<file path="config.mk">
export PLATFORM = sky130hd
export DESIGN_NAME = port_pattern_interrupt
export DESIGN_NICKNAME = d
export VERILOG_FILES = /design/src/port_match_pkg.sv /design/src/port_pattern_interrupt.sv
export VERILOG_INCLUDE_DIRS = /design/src
export SDC_FILE = /design/constraint.sdc
export NUM_CORES = 1
export LEC_CHECK = 0
export CAP_MARGIN = 20
export CORE_MARGIN = 4
export CORE_UTILIZATION = 65
export DETAILED_ROUTE_END_ITERATION = 12
export DONT_BUFFER_PORTS = 1
export PLACE_DENSITY = 0.91
export SETUP_SLACK_MARGIN = 0.02
export SLEW_MARGIN = 20
export SYNTH_ARGS = -nofsm -noshare
export SYNTH_HDL_FRONTEND = slang
export SYNTH_SLANG_ARGS = --single-unit
</file>
<file path="constraint.sdc">
create_clock -name CLK_I -period 5.7 [get_ports CLK_I]
set_input_delay 0.285 -clock CLK_I [delete_from_list [all_inputs] [get_ports CLK_I]]
set_output_delay 0.285 -clock CLK_I [all_outputs]
set_load 0.02 [all_outputs]
</file>
<file path="src/port_match_cfg.svh">
// register offsets, field positions, reset values and timing for port match
`ifndef PORT_MATCH_CFG_SVH
`define PORT_MATCH_CFG_SVH
// register byte addresses
`define PM_ADDR_MASK 4'h0
`define PM_ADDR_PATN 4'h4
`define PM_ADDR_CTRL 4'h8
`define PM_ADDR_PORT 4'hc
// control register fields
`define PM_CTRL_FLAG 0
`define PM_CTRL_POL 1
`define PM_CTRL_IEN 2
`define PM_CTRL_ACT 3
// reset values
`define PM_MASK_RST 8'h00
`define PM_PATN_RST 8'hff
// qualification: held longer than six core clocks
`define PM_HOLD_CLKS 6
`define PM_QUAL_CNT (`PM_HOLD_CLKS + 1)
// axi response codes
`define PM_RESP_OKAY 2'b00
`define PM_RESP_SLVERR 2'b10
`endif

</file>
<file path="src/port_match_pkg.sv">
// types shared by the port pattern match unit
package port_match_pkg;
    // control register image
    typedef struct packed {
        logic active;
        logic irq_en;
        logic polarity;
        logic flag;
    } ctrl_s;
    // axi write address plus data pending
    typedef struct packed {
        logic [3:0] addr;
        logic [31:0] data;
        logic [3:0] strb;
    } wr_req_s;
endpackage

</file>
<file path="src/port_pattern_interrupt.sv">
// port pattern match interrupt unit with axi4-lite register slave
`timescale 1ns/1ps
`include "port_match_cfg.svh"
module port_pattern_interrupt #(
    parameter int PORT_W = 8
) (
    input wire logic CLK_I,
    input wire logic RESET_N_I,
    input wire logic [PORT_W-1:0] PORT_PINS_I,
    input wire logic [3:0] S_AXI_AWADDR_I,
    input wire logic S_AXI_AWVALID_I,
    output logic S_AXI_AWREADY_O,
    input wire logic [31:0] S_AXI_WDATA_I,
    input wire logic [3:0] S_AXI_WSTRB_I,
    input wire logic S_AXI_WVALID_I,
    output logic S_AXI_WREADY_O,
    output logic [1:0] S_AXI_BRESP_O,
    output logic S_AXI_BVALID_O,
    input wire logic S_AXI_BREADY_I,
    input wire logic [3:0] S_AXI_ARADDR_I,
    input wire logic S_AXI_ARVALID_I,
    output logic S_AXI_ARREADY_O,
    output logic [31:0] S_AXI_RDATA_O,
    output logic [1:0] S_AXI_RRESP_O,
    output logic S_AXI_RVALID_O,
    input wire logic S_AXI_RREADY_I,
    output logic IRQ_O,
    output logic WAKE_O
);
    // port width must fit the low byte lane of a register word
    // refused while the design is built, before any logic runs
    if (PORT_W < 1 || PORT_W > 8) begin : g_bad_width
        $error("PORT_W must be 1 to 8");
    end

    // pin synchroniser stages; stage one feeds only stage two
    logic [PORT_W-1:0] sync1_q;
    logic [PORT_W-1:0] sync2_q;
    // software settings
    logic [PORT_W-1:0] key_pin_mask_q;
    logic [PORT_W-1:0] key_match_pattern_q;
    port_match_pkg::ctrl_s ctrl_q;
    // qualification counter
    logic [3:0] hold_cnt_q;
    logic cond;
    logic qualified;
    // axi pending write halves
    logic aw_have_q;
    logic w_have_q;
    port_match_pkg::wr_req_s wr_q;
    logic wr_fire;
    logic clr_flag;

    // two-flop synchroniser on the port pins
    // reset low is harmless: the mask is empty until software sets it
    always_ff @(posedge CLK_I or negedge RESET_N_I) begin
        if (!RESET_N_I) begin
            sync1_q <= '0;
            sync2_q <= '0;
        end else begin
            sync1_q <= PORT_PINS_I;
            sync2_q <= sync1_q;
        end
    end

    // masked compare; masked-off pins contribute nothing
    always_comb begin
        logic differ;
        differ = |((sync2_q ^ key_match_pattern_q) & key_pin_mask_q);
        // polarity set: any enabled pin differing counts, e.g. a key low
        cond = ctrl_q.polarity ? differ : !differ;
        // an empty mask never triggers, even in equal mode
        cond = cond && ctrl_q.active && (|key_pin_mask_q);
    end

    // condition must stand longer than six core clocks
    // saturating, so a standing condition qualifies only once
    always_ff @(posedge CLK_I or negedge RESET_N_I) begin
        if (!RESET_N_I) begin
            hold_cnt_q <= '0;
        end else if (!cond) begin
            hold_cnt_q <= '0;
        end else if (hold_cnt_q != 4'(`PM_QUAL_CNT)) begin
            hold_cnt_q <= hold_cnt_q + 4'h1;
        end
    end

    // pulse once in the clock where the count stands one below its saturating target
    assign qualified = cond && (hold_cnt_q == 4'(`PM_QUAL_CNT - 1));

    // write takes when both halves are held
    assign wr_fire = aw_have_q && w_have_q && !S_AXI_BVALID_O;
    // writing one to the flag bit clears it
    assign clr_flag = wr_fire && wr_q.addr == `PM_ADDR_CTRL && wr_q.strb[0]
        && wr_q.data[`PM_CTRL_FLAG];

    // axi write address and data capture, in either order
    always_ff @(posedge CLK_I or negedge RESET_N_I) begin
        if (!RESET_N_I) begin
            aw_have_q <= 1'b0;
            w_have_q <= 1'b0;
            wr_q <= '0;
        end else begin
            if (S_AXI_AWVALID_I && S_AXI_AWREADY_O) begin
                aw_have_q <= 1'b1;
                wr_q.addr <= S_AXI_AWADDR_I;
            end else if (wr_fire) begin
                aw_have_q <= 1'b0;
            end
            if (S_AXI_WVALID_I && S_AXI_WREADY_O) begin
                w_have_q <= 1'b1;
                wr_q.data <= S_AXI_WDATA_I;
                wr_q.strb <= S_AXI_WSTRB_I;
            end else if (wr_fire) begin
                w_have_q <= 1'b0;
            end
        end
    end

    // ready only while a half is missing and no response waits
    always_ff @(posedge CLK_I or negedge RESET_N_I) begin
        if (!RESET_N_I) begin
            S_AXI_AWREADY_O <= 1'b0;
            S_AXI_WREADY_O <= 1'b0;
        end else begin
            S_AXI_AWREADY_O <= !aw_have_q && !(S_AXI_AWVALID_I
                && S_AXI_AWREADY_O) && !S_AXI_BVALID_O && !wr_fire;
            S_AXI_WREADY_O <= !w_have_q && !(S_AXI_WVALID_I
                && S_AXI_WREADY_O) && !S_AXI_BVALID_O && !wr_fire;
        end
    end

    // write response; unmapped addresses get slverr
    always_ff @(posedge CLK_I or negedge RESET_N_I) begin
        if (!RESET_N_I) begin
            S_AXI_BVALID_O <= 1'b0;
            S_AXI_BRESP_O <= `PM_RESP_OKAY;
        end else if (wr_fire) begin
            S_AXI_BVALID_O <= 1'b1;
            // only the three settings words take a write
            S_AXI_BRESP_O <= (wr_q.addr == `PM_ADDR_MASK
                || wr_q.addr == `PM_ADDR_PATN
                || wr_q.addr == `PM_ADDR_CTRL) ? `PM_RESP_OKAY
                : `PM_RESP_SLVERR;
        end else if (S_AXI_BREADY_I) begin
            S_AXI_BVALID_O <= 1'b0;
        end
    end

    // settings registers, low byte lane only; the flag shares the word,
    // so one process owns the whole control image
    always_ff @(posedge CLK_I or negedge RESET_N_I) begin
        if (!RESET_N_I) begin
            key_pin_mask_q <= PORT_W'(`PM_MASK_RST);
            key_match_pattern_q <= PORT_W'(`PM_PATN_RST);
            ctrl_q.active <= 1'b0;
            ctrl_q.irq_en <= 1'b0;
            ctrl_q.polarity <= 1'b0;
            ctrl_q.flag <= 1'b0;
        end else begin
            // sticky match flag; a new match wins over a clear
            if (qualified) begin
                ctrl_q.flag <= 1'b1;
            end else if (clr_flag) begin
                ctrl_q.flag <= 1'b0;
            end
            if (wr_fire && wr_q.strb[0]) begin
                unique case (wr_q.addr)
                    `PM_ADDR_MASK: key_pin_mask_q <= wr_q.data[PORT_W-1:0];
                    `PM_ADDR_PATN:
                        key_match_pattern_q <= wr_q.data[PORT_W-1:0];
                    `PM_ADDR_CTRL: begin
                        ctrl_q.active <= wr_q.data[`PM_CTRL_ACT];
                        ctrl_q.irq_en <= wr_q.data[`PM_CTRL_IEN];
                        ctrl_q.polarity <= wr_q.data[`PM_CTRL_POL];
                    end
                    default: begin
                        // read-only or unmapped: nothing stored
                    end
                endcase
            end
        end
    end

    // interrupt request and wake from idle or power-down
    always_ff @(posedge CLK_I or negedge RESET_N_I) begin
        if (!RESET_N_I) begin
            IRQ_O <= 1'b0;
            WAKE_O <= 1'b0;
        end else begin
            IRQ_O <= ctrl_q.flag && ctrl_q.irq_en;
            WAKE_O <= ctrl_q.flag && ctrl_q.irq_en;
        end
    end

    // read channel, one beat at a time
    always_ff @(posedge CLK_I or negedge RESET_N_I) begin
        if (!RESET_N_I) begin
            S_AXI_ARREADY_O <= 1'b0;
            S_AXI_RVALID_O <= 1'b0;
            S_AXI_RDATA_O <= '0;
            S_AXI_RRESP_O <= `PM_RESP_OKAY;
        end else if (S_AXI_RVALID_O) begin
            S_AXI_ARREADY_O <= 1'b0;
            if (S_AXI_RREADY_I) begin
                S_AXI_RVALID_O <= 1'b0;
            end
        end else if (S_AXI_ARVALID_I && S_AXI_ARREADY_O) begin
            S_AXI_ARREADY_O <= 1'b0;
            S_AXI_RVALID_O <= 1'b1;
            S_AXI_RRESP_O <= `PM_RESP_OKAY;
            S_AXI_RDATA_O <= '0;
            unique case (S_AXI_ARADDR_I)
                `PM_ADDR_MASK: S_AXI_RDATA_O[PORT_W-1:0] <= key_pin_mask_q;
                `PM_ADDR_PATN:
                    S_AXI_RDATA_O[PORT_W-1:0] <= key_match_pattern_q;
                `PM_ADDR_CTRL: S_AXI_RDATA_O[3:0] <= ctrl_q;
                `PM_ADDR_PORT: S_AXI_RDATA_O[PORT_W-1:0] <= sync2_q;
                default: S_AXI_RRESP_O <= `PM_RESP_SLVERR;
            endcase
        end else begin
            S_AXI_ARREADY_O <= 1'b1;
        end
    end
endmodule

</file>
# --- After elaboration in Yosys (flattened, before gate mapping) ---
# Cells that the tools add are included.
classes:
  add_sub_neg: 1
  mux: 19
  eq_ne: 8
  n_bitwise: 3
  n_reduce_logical: 41
ops:
  columns: ["operator", "count"]
  rows:
  - ["1-bit logical AND", 19]
  - ["4-bit one-hot mux with 4 select lines", 1]
  - ["8-bit OR reduction", 2]
  - ["1-bit two-way mux", 13]
  - ["4-bit by 3-bit == test with 1-bit output, second input constant", 3]
  - ["4-bit == test, second input constant", 3]
  - ["4-bit one-hot mux with 3 select lines", 1]
  - ["8-bit bitwise AND", 1]
  - ["4-bit logical NOT", 2]
  - ["4-bit two-way mux", 2]
  - ["2-bit AND reduction", 4]
  - ["2-bit nonzero test", 4]
  - ["8-bit bitwise XOR", 1]
  - ["1-bit logical NOT", 7]
  - ["4-bit by 1-bit adder with 4-bit output, second input constant", 1]
  - ["2-bit two-way mux", 2]
  - ["4-bit by 3-bit inequality test with 1-bit output, second input constant", 1]
  - ["4-bit OR reduction", 1]
  - ["1-bit logical OR", 2]
  - ["2-bit by 1-bit inequality test with 1-bit output, second input constant", 1]
  - ["1-bit inverter", 1]
totals:
  in_bits: 59
  regBits: 73

# --- Depth between registers and ports, before layout ---
# Gate-level depths: netlist of run 1.
depth:
  depth_word: 9
  ltp_mapped: 5

# --- Least setup slack after synthesis of run 1 ---
# OpenSTA, ideal clock, no wires.
synth_timing:
  path_type: "reg2reg"
  start: "register S_AXI_BVALID_O"
  end: "register ctrl_q[1] (netlist bit)"
  path_slack_ns: 3.655
  synth_period_minus_slack_ns: 2.045
  stages_incl_launch_ff: 5
  t_arrival_ns: 1.920
  path_cell_list: "dfrtp_1 nand3b_4 or4b_4 or3b_4 mux2_4"
synth_via:
  elab_chain_cells: 4
synth_lines:
  columns: ["item", "line", "text"]
  rows:
  - ["start: declaration", "port_pattern_interrupt.sv:18", "output logic S_AXI_BVALID_O,"]
  - ["start signal: assignment", "port_pattern_interrupt.sv:136", "S_AXI_BVALID_O <= 1'b0;"]
  - ["start signal: assignment", "port_pattern_interrupt.sv:139", "S_AXI_BVALID_O <= 1'b1;"]
  - ["start signal: assignment", "port_pattern_interrupt.sv:146", "S_AXI_BVALID_O <= 1'b0;"]
  - ["1-bit logical NOT", "port_pattern_interrupt.sv:92", "assign wr_fire = aw_have_q && w_have_q && !S_AXI_BVALID_O;"]
  - ["1-bit logical AND", "port_pattern_interrupt.sv:92", null]
  - ["1-bit logical AND", "port_pattern_interrupt.sv:167", "if (wr_fire && wr_q.strb[0]) begin"]
  - ["2-bit AND reduction (no line)", null, null]
  - ["end: declaration", "port_pattern_interrupt.sv:42", "port_match_pkg::ctrl_s ctrl_q;"]
# Every way passes these cells.
# A chain may end at the register's enable or synchronous reset.

# --- Worst setup path in the final report of run 1 ---
layout_timing:
  start: "register S_AXI_BVALID_O"
  end: "register key_pin_mask_q[7]"
layout_via:
  elab_chain_cells: 4
layout_lines:
  columns: ["item", "line", "text"]
  rows:
  - ["1-bit logical NOT", "port_pattern_interrupt.sv:92", null]
  - ["1-bit logical AND", "port_pattern_interrupt.sv:92", null]
  - ["1-bit logical AND", "port_pattern_interrupt.sv:167", null]
  - ["2-bit AND reduction (no line)", null, null]
  - ["end signal: assignment", "port_pattern_interrupt.sv:154", "key_pin_mask_q <= PORT_W'(`PM_MASK_RST);"]
  - ["end signal: assignment", "port_pattern_interrupt.sv:169", "`PM_ADDR_MASK: key_pin_mask_q <= wr_q.data[PORT_W-1:0];"]
  - ["end: declaration", "port_pattern_interrupt.sv:40", "logic [PORT_W-1:0] key_pin_mask_q;"]
# Every way passes these cells.

==> flow_summary.json, run 1 <==
{
  "hpwl_um": 3710,
  "ios": 102,
  "drv_cap": 0,
  "finalCritPeriodShare_pct": 38.5,
  "fin_skew_ns": 0.00473,
  "synth_flop_cell": "dfrtp_1",
  "start_util_pct": 68.8,
  "worstMarginPinSlew_ns": 0.549,
  "netlist.area_leader.share_pct": 51.5,
  "critical_path_arrival_ns": 2.41,
  "slowest_delay_ns": 0.56,
  "wl_per_cell_um": 18.1,
  "antenna_left": 0,
  "synthArstFlopShare_pct": 100,
  "synth_adder_area_share_pct": 0.818,
  "dp_cells": 273,
  "synthMuxAreaShare_pct": 16.6,
  "ys_types": 35,
  "die_h_um": 76.6,
  "clk_latency_ns": 0.33,
  "wirelength_um": 5370,
  "cp_slowest_cell": "or4b_4",
  "ys_ff_latch": 71,
  "syn_avg_cell_area_um2": 13.5,
  "yosysSeqAreaShare_pct": 58.4,
  "drcViolationCount": 0,
  "core_area_um2": 4440,
  "crit_chain": "nand3b_4, or4b_4, nor3_4, mux2_2",
  "viasPerCell": 5.78,
  "drive_gt1_share_pct": 26.5,
  "critical_path_class": "reg2reg",
  "yosysTopAreaCell": "dfrtp_1",
  "ctsResizeCount": 0,
  "yosys.area_share.simple_pct": 7.03,
  "final_cells": 297,
  "dr.pass1.iters": 4,
  "rsz0062_at_grt": "false",
  "rows": 24,
  "cts_tree": "done",
  "period_minus_slack_ns": 2.20,
  "path_max_fanout": 8,
  "power_mw": 1.58,
  "area_growth_pct": 7.40,
  "synth-xor-area-share_pct": 2.86,
  "finalHoldViolations": 0,
  "antenna_cells": 0,
  "fin_area_um2": 3290,
  "synth.most_common_cell": "dfrtp_1",
  "yosys_warnings": 0,
  "syn_area_um2": 3060,
  "num_vias": 1716,
  "drt_iter0_markers": 132,
  "setup.worst_path.start_class": "flop",
  "fin_setup_tns_ns": 0,
  "end_kind": "flop",
  "syn_inst": 226,
  "hold_ws_ns": 0.0441,
  "grt_pass1_wl_um": 9220,
  "clkSinkCount": 71,
  "fmax_mhz": 455,
  "nNetsFinal": 303,
  "synthTopCellsByCount": "dfrtp_1, mux2_2, buf_4",
  "die_w_um": 76.6,
  "io_buffers": 0,
  "gp_congestion": 0.761,
  "clockBufferDepth": 2,
  "power_leakage_nw": 1.54,
  "setup_viol": 0,
  "synth-edff-count": 0,
  "slew_headroom_pct": 63.1,
  "h-tree-depth": 3,
  "antenna_found_initial": 0,
  "peakVddDrop_uv": 300,
  "grt_pass1_vias": 1864,
  "synth.area.top_cells": "dfrtp_1, mux2_2, dfstp_2",
  "cts-root-buf": "clkbuf_8",
  "critPathRequiredTime_ns": 5.91,
  "numCtsBuffers": 9,
  "min_path_type": "in2reg",
  "die_area_um2": 5870,
  "maxSlewViolCount": 0,
  "path_clk_slew_ns": 0.06,
  "overflow": 0,
  "status": "completed",
  "dpl_cell_area_um2": 3000,
  "synth_top_family_by_area": "multiplexers",
  "grt_usage_pct": 20.5,
  "grt_max_degree": 72,
  "powerDensity_nw_per_um2": 480,
  "synth_compound_gate_area_share_pct": 6.46
}
[cell type report]
cell class,count,area [um2]
tap,52,65.1
multi-input combinational,144,1130
sequential,71,1790
inverter,6,22.5
fill,287,1160
timing repair buffer,10,118
clock buffer,13,159
clock inverter,1,5.00
[power breakdown]
part           internal, mW  switching [mW]  total [mW]
clock                 0.176           0.160       0.336
sequential            0.681           0.198       0.879
combinational         0.199           0.164       0.363
total                  1.06           0.522        1.58
[stage by stage]
stage	worst slack [ns]	util (%)
floorplan	3.66	-
global placement	3.58	67.6
detailed placement	3.53	67.6
CTS	3.49	73.9
global route	3.41	73.9
finish	3.50	73.9
[worst max-delay path, delay by kind of cell, from the launching register on]
family	cells	cell delay, ns
flip-flops	1	0.49
multiplexers	1	0.40
AND/OR/NAND/NOR	3	1.19
[cell usage in the layout, fill, tap and decap left out, types with 4 or more instances in the layout]
cell type      instances
conb_1                26
dfrtp_1               63
mux2_2                33
nor2_1                 5
a22o_1                 4
xor2_1                 9
dlygate4sd3_1          9
o21ai_0               10
mux4_2                 4
clkbuf_8              11
a22oi_1                8
nand2_1               13
dfstp_2                8
inv_1                  6
[timing repair]
item | CTS | global route
hold endpoints to repair | 79 | 0
buffers inserted | 0 | 0
hold buffers | 10 | 0
[final timing paths]
| check | endpoint | start | cells after the start | slack (ns) |
|---|---|---|---|---|
| worst max-delay path | key_pin_mask_q[7]$_DFFE_PN0P_ | S_AXI_BVALID_O$_DFFE_PN0P_ | 4 | 3.50 |
| worst min-delay path | S_AXI_ARREADY_O$_DFF_PN0_ | S_AXI_ARVALID_I | 1 | 0.04 |
| worst max register to register | key_pin_mask_q[7]$_DFFE_PN0P_ | S_AXI_BVALID_O$_DFFE_PN0P_ | 4 | 3.50 |
| worst min register to register | sync2_q[1]$_DFF_PN0_ | sync1_q[1]$_DFF_PN0_ | 0 | 0.35 |
| max in group asynchronous | key_match_pattern_q[4]$_DFFE_PN1P_ | RESET_N_I | 2 | 4.90 |
| min in group asynchronous | WAKE_O$_DFF_PN0_ | RESET_N_I | 2 | 0.48 |
[kinds of logic after synthesis]
logic type,Yosys count
buf+inv,36
xor+xnor,10
mux,40
compound gates,30
flops,71
fa+ha+maj,2
other cells,1
simple gates,36
[routing by layer]
metal / share of wire (%) / wire (um) / GRT usage [%]
met4: 1.6 / 87 / 8.33
met3: 7.8 / 419 / 8.16
met5: 0 / 0 / 0
met2: 51 / 2730 / 33.5
met1: 40 / 2120 / 24.2
[sequential cells by signal (all words and copies together) (netlist names), 4 cells and up]
register and flops:
hold_cnt_q 4, key_pin_mask_q 8, ctrl_q 4, sync1_q 8, sync2_q 8, key_match_pattern_q 8, S_AXI_RDATA_O 8, wr_q 13
Power figures use the tool's default switching activity.
==> run 2, diff against run 1 <==
Settings changed: CORE_UTILIZATION 65 to 56, PLACE_DENSITY 0.91 to 0.84.
Clock period 5.7 ns to 1.76 ns, I/O delays scaled along.
==> flow_summary.json, run 2 (same netlist as run 1, synthesis figures left out) <==
{
  "worstMarginPinSlew_ns": 0.626,
  "crit_chain": "nand3b_4, or4b_4, or3b_4, mux2_4",
  "rsz0062_at_grt": "true",
  "drv_cap": 0,
  "area_growth_pct": 21.0,
  "cts_tree": "done",
  "clockBufferDepth": 2,
  "layout_commonest_cell": "dfrtp_1",
  "grt_usage_pct": 19.4,
  "numCtsBuffers": 9,
  "violations": "setup timing",
  "final_cells": 350,
  "critical_path_class": "reg2reg",
  "core_area_um2": 5200,
  "crit_start": "S_AXI_BVALID_O$_DFFE_PN0P_",
  "regMostFlops": "wr_q",
  "fin_skew_ns": 0.00689,
  "finalHoldViolations": 0,
  "finalCritPeriodShare_pct": 109,
  "fin_ws_ns": -0.161,
  "powerDensity_nw_per_um2": 1530,
  "reg2reg_depth": 4,
  "drcViolationCount": 0,
  "critPathRequiredTime_ns": 1.99,
  "start_util_pct": 58.8,
  "end_kind": "flop",
  "antenna_cells": 0,
  "num_vias": 1869,
  "hpwl_um": 3850,
  "reg2reg_from": "S_AXI_BVALID_O$_DFFE_PN0P_",
  "io_buffers": 0,
  "path_clk_slew_ns": 0.07,
  "die_h_um": 81.9,
  "dr.pass1.iters": 4,
  "path_delay_family": "simple AND/OR/NAND/NOR gates",
  "peakVddDrop_uv": 1020,
  "setup.worst_path.start_class": "flop",
  "cts-root-buf": "clkbuf_8",
  "critical_path_arrival_ns": 2.15,
  "worstSetupPathDepth": 4,
  "slowest_delay_ns": 0.51,
  "power_mw": 5.65,
  "grt_max_degree": 72,
  "die_w_um": 81.9,
  "cp.buffers_inverters": 0,
  "dpl_cell_area_um2": 3130,
  "min_path_type": "in2reg",
  "largest_reg_flops": 13,
  "rows": 26,
  "h-tree-depth": 3,
  "setup_viol": 20,
  "status": "complete, but fails checks",
  "drt_iter0_markers": 104,
  "maxSlewViolCount": 0,
  "drive_gt1_share_pct": 29.6,
  "grt_pass1_wl_um": 9350,
  "clk_latency_ns": 0.34,
  "ios": 102,
  "viasPerCell": 5.34,
  "power_leakage_nw": 1.72,
  "cp_slowest_cell": "or4b_4",
  "path_max_fanout": 4,
  "fin_area_um2": 3700,
  "layout_common_cells": "dfrtp_1, dlygate4sd3_1, conb_1, mux2_2",
  "regToRegEndpoint": "ctrl_q[2]$_DFFE_PN0P_",
  "overflow": 0,
  "wl_per_cell_um": 16.4,
  "fmax_mhz": 520,
  "grt_pass1_vias": 1939,
  "crit_path_end": "ctrl_q[2]$_DFFE_PN0P_",
  "die_area_um2": 6710,
  "nNetsFinal": 336,
  "r2r_slack_ns": -0.16,
  "period_minus_slack_ns": 1.92,
  "clkSinkCount": 71,
  "slew_headroom_pct": 57.9,
  "fin_setup_tns_ns": -1.16,
  "gp_congestion": 0.802,
  "hold_ws_ns": 0.0147,
  "dp_cells": 301,
  "wirelength_um": 5760,
  "antenna_found_initial": 0,
  "antenna_left": 0
}
[run 2: cell types whose count changed in the layout (fill, tap and decap cells not counted), sizes merged]
cell / change
bufinv: +1
clkinv: +1
dlygate4sd3: +21
buf: +12
[run 2: repair_timing]
action | 4_1_cts | 5_1_grt
hold buffers | 31 | 0
gates resized for setup | 5 | 2
setup buffers | 1 | 1
setup endpoints to repair | 20 | 21
cloned | 0 | 0
pin swaps | 1 | 0
endpoints found under the hold margin | 102 | 0
[run 2: through the flow]
stage               setup slack (ns)  util (%)
floorplan                     -0.245         -
global placement              -0.151      60.1
detailed placement            -0.182      60.1
CTS                           -0.171      70.8
global route                  -0.198      71.1
finish                        -0.161      71.1
[run 2: layout make-up]
| cell class | instances | area (um2) |
|---|---|---|
| fill | 366 | 1500 |
| clock inverter | 3 | 40.0 |
| clock buffer | 13 | 169 |
| multi-input combinational | 144 | 1170 |
| timing repair buffer | 43 | 425 |
| sequential | 71 | 1790 |
| inverter | 6 | 22.5 |
| tap | 70 | 87.6 |
[run 2: worst min path at each step]
stage                            from                           end  slack (ns)  cells after the start
CTS                 S_AXI_ARADDR_I[2]  S_AXI_RDATA_O[7]$_DFFE_PN0P_       0.001                      2
finish              S_AXI_ARADDR_I[2]  S_AXI_RDATA_O[7]$_DFFE_PN0P_        0.01                      2
global route        S_AXI_ARADDR_I[2]  S_AXI_RDATA_O[7]$_DFFE_PN0P_        0.04                      2
global placement            RESET_N_I     hold_cnt_q[1]$_DFFE_PN0P_       -0.21                      0
detailed placement          RESET_N_I     hold_cnt_q[1]$_DFFE_PN0P_       -0.21                      0
floorplan                   RESET_N_I     S_AXI_ARREADY_O$_DFF_PN0_       -0.21                      0
[run 2: worst reg2reg max path, delay by kind of cell (launching register included)]
family	cells	cell delay, ns
flops	1	0.40
mux	1	0.32
simple gates	3	1.10
[run 2: power breakdown]
| part | internal, mW | switching, mW |
|---|---|---|
| sequential | 2.21 | 0.623 |
| combinational | 0.863 | 0.626 |
| clock | 0.767 | 0.569 |
| total | 3.84 | 1.82 |
[run 2: per-layer routing]
layer,vias to the layer above,wire (um),global-route usage (%)
li1,844,-,-
met2,66,2890,32.4
met5,-,0,0
met1,952,2360,23.0
met4,0,72,6.15
met3,7,437,7.57
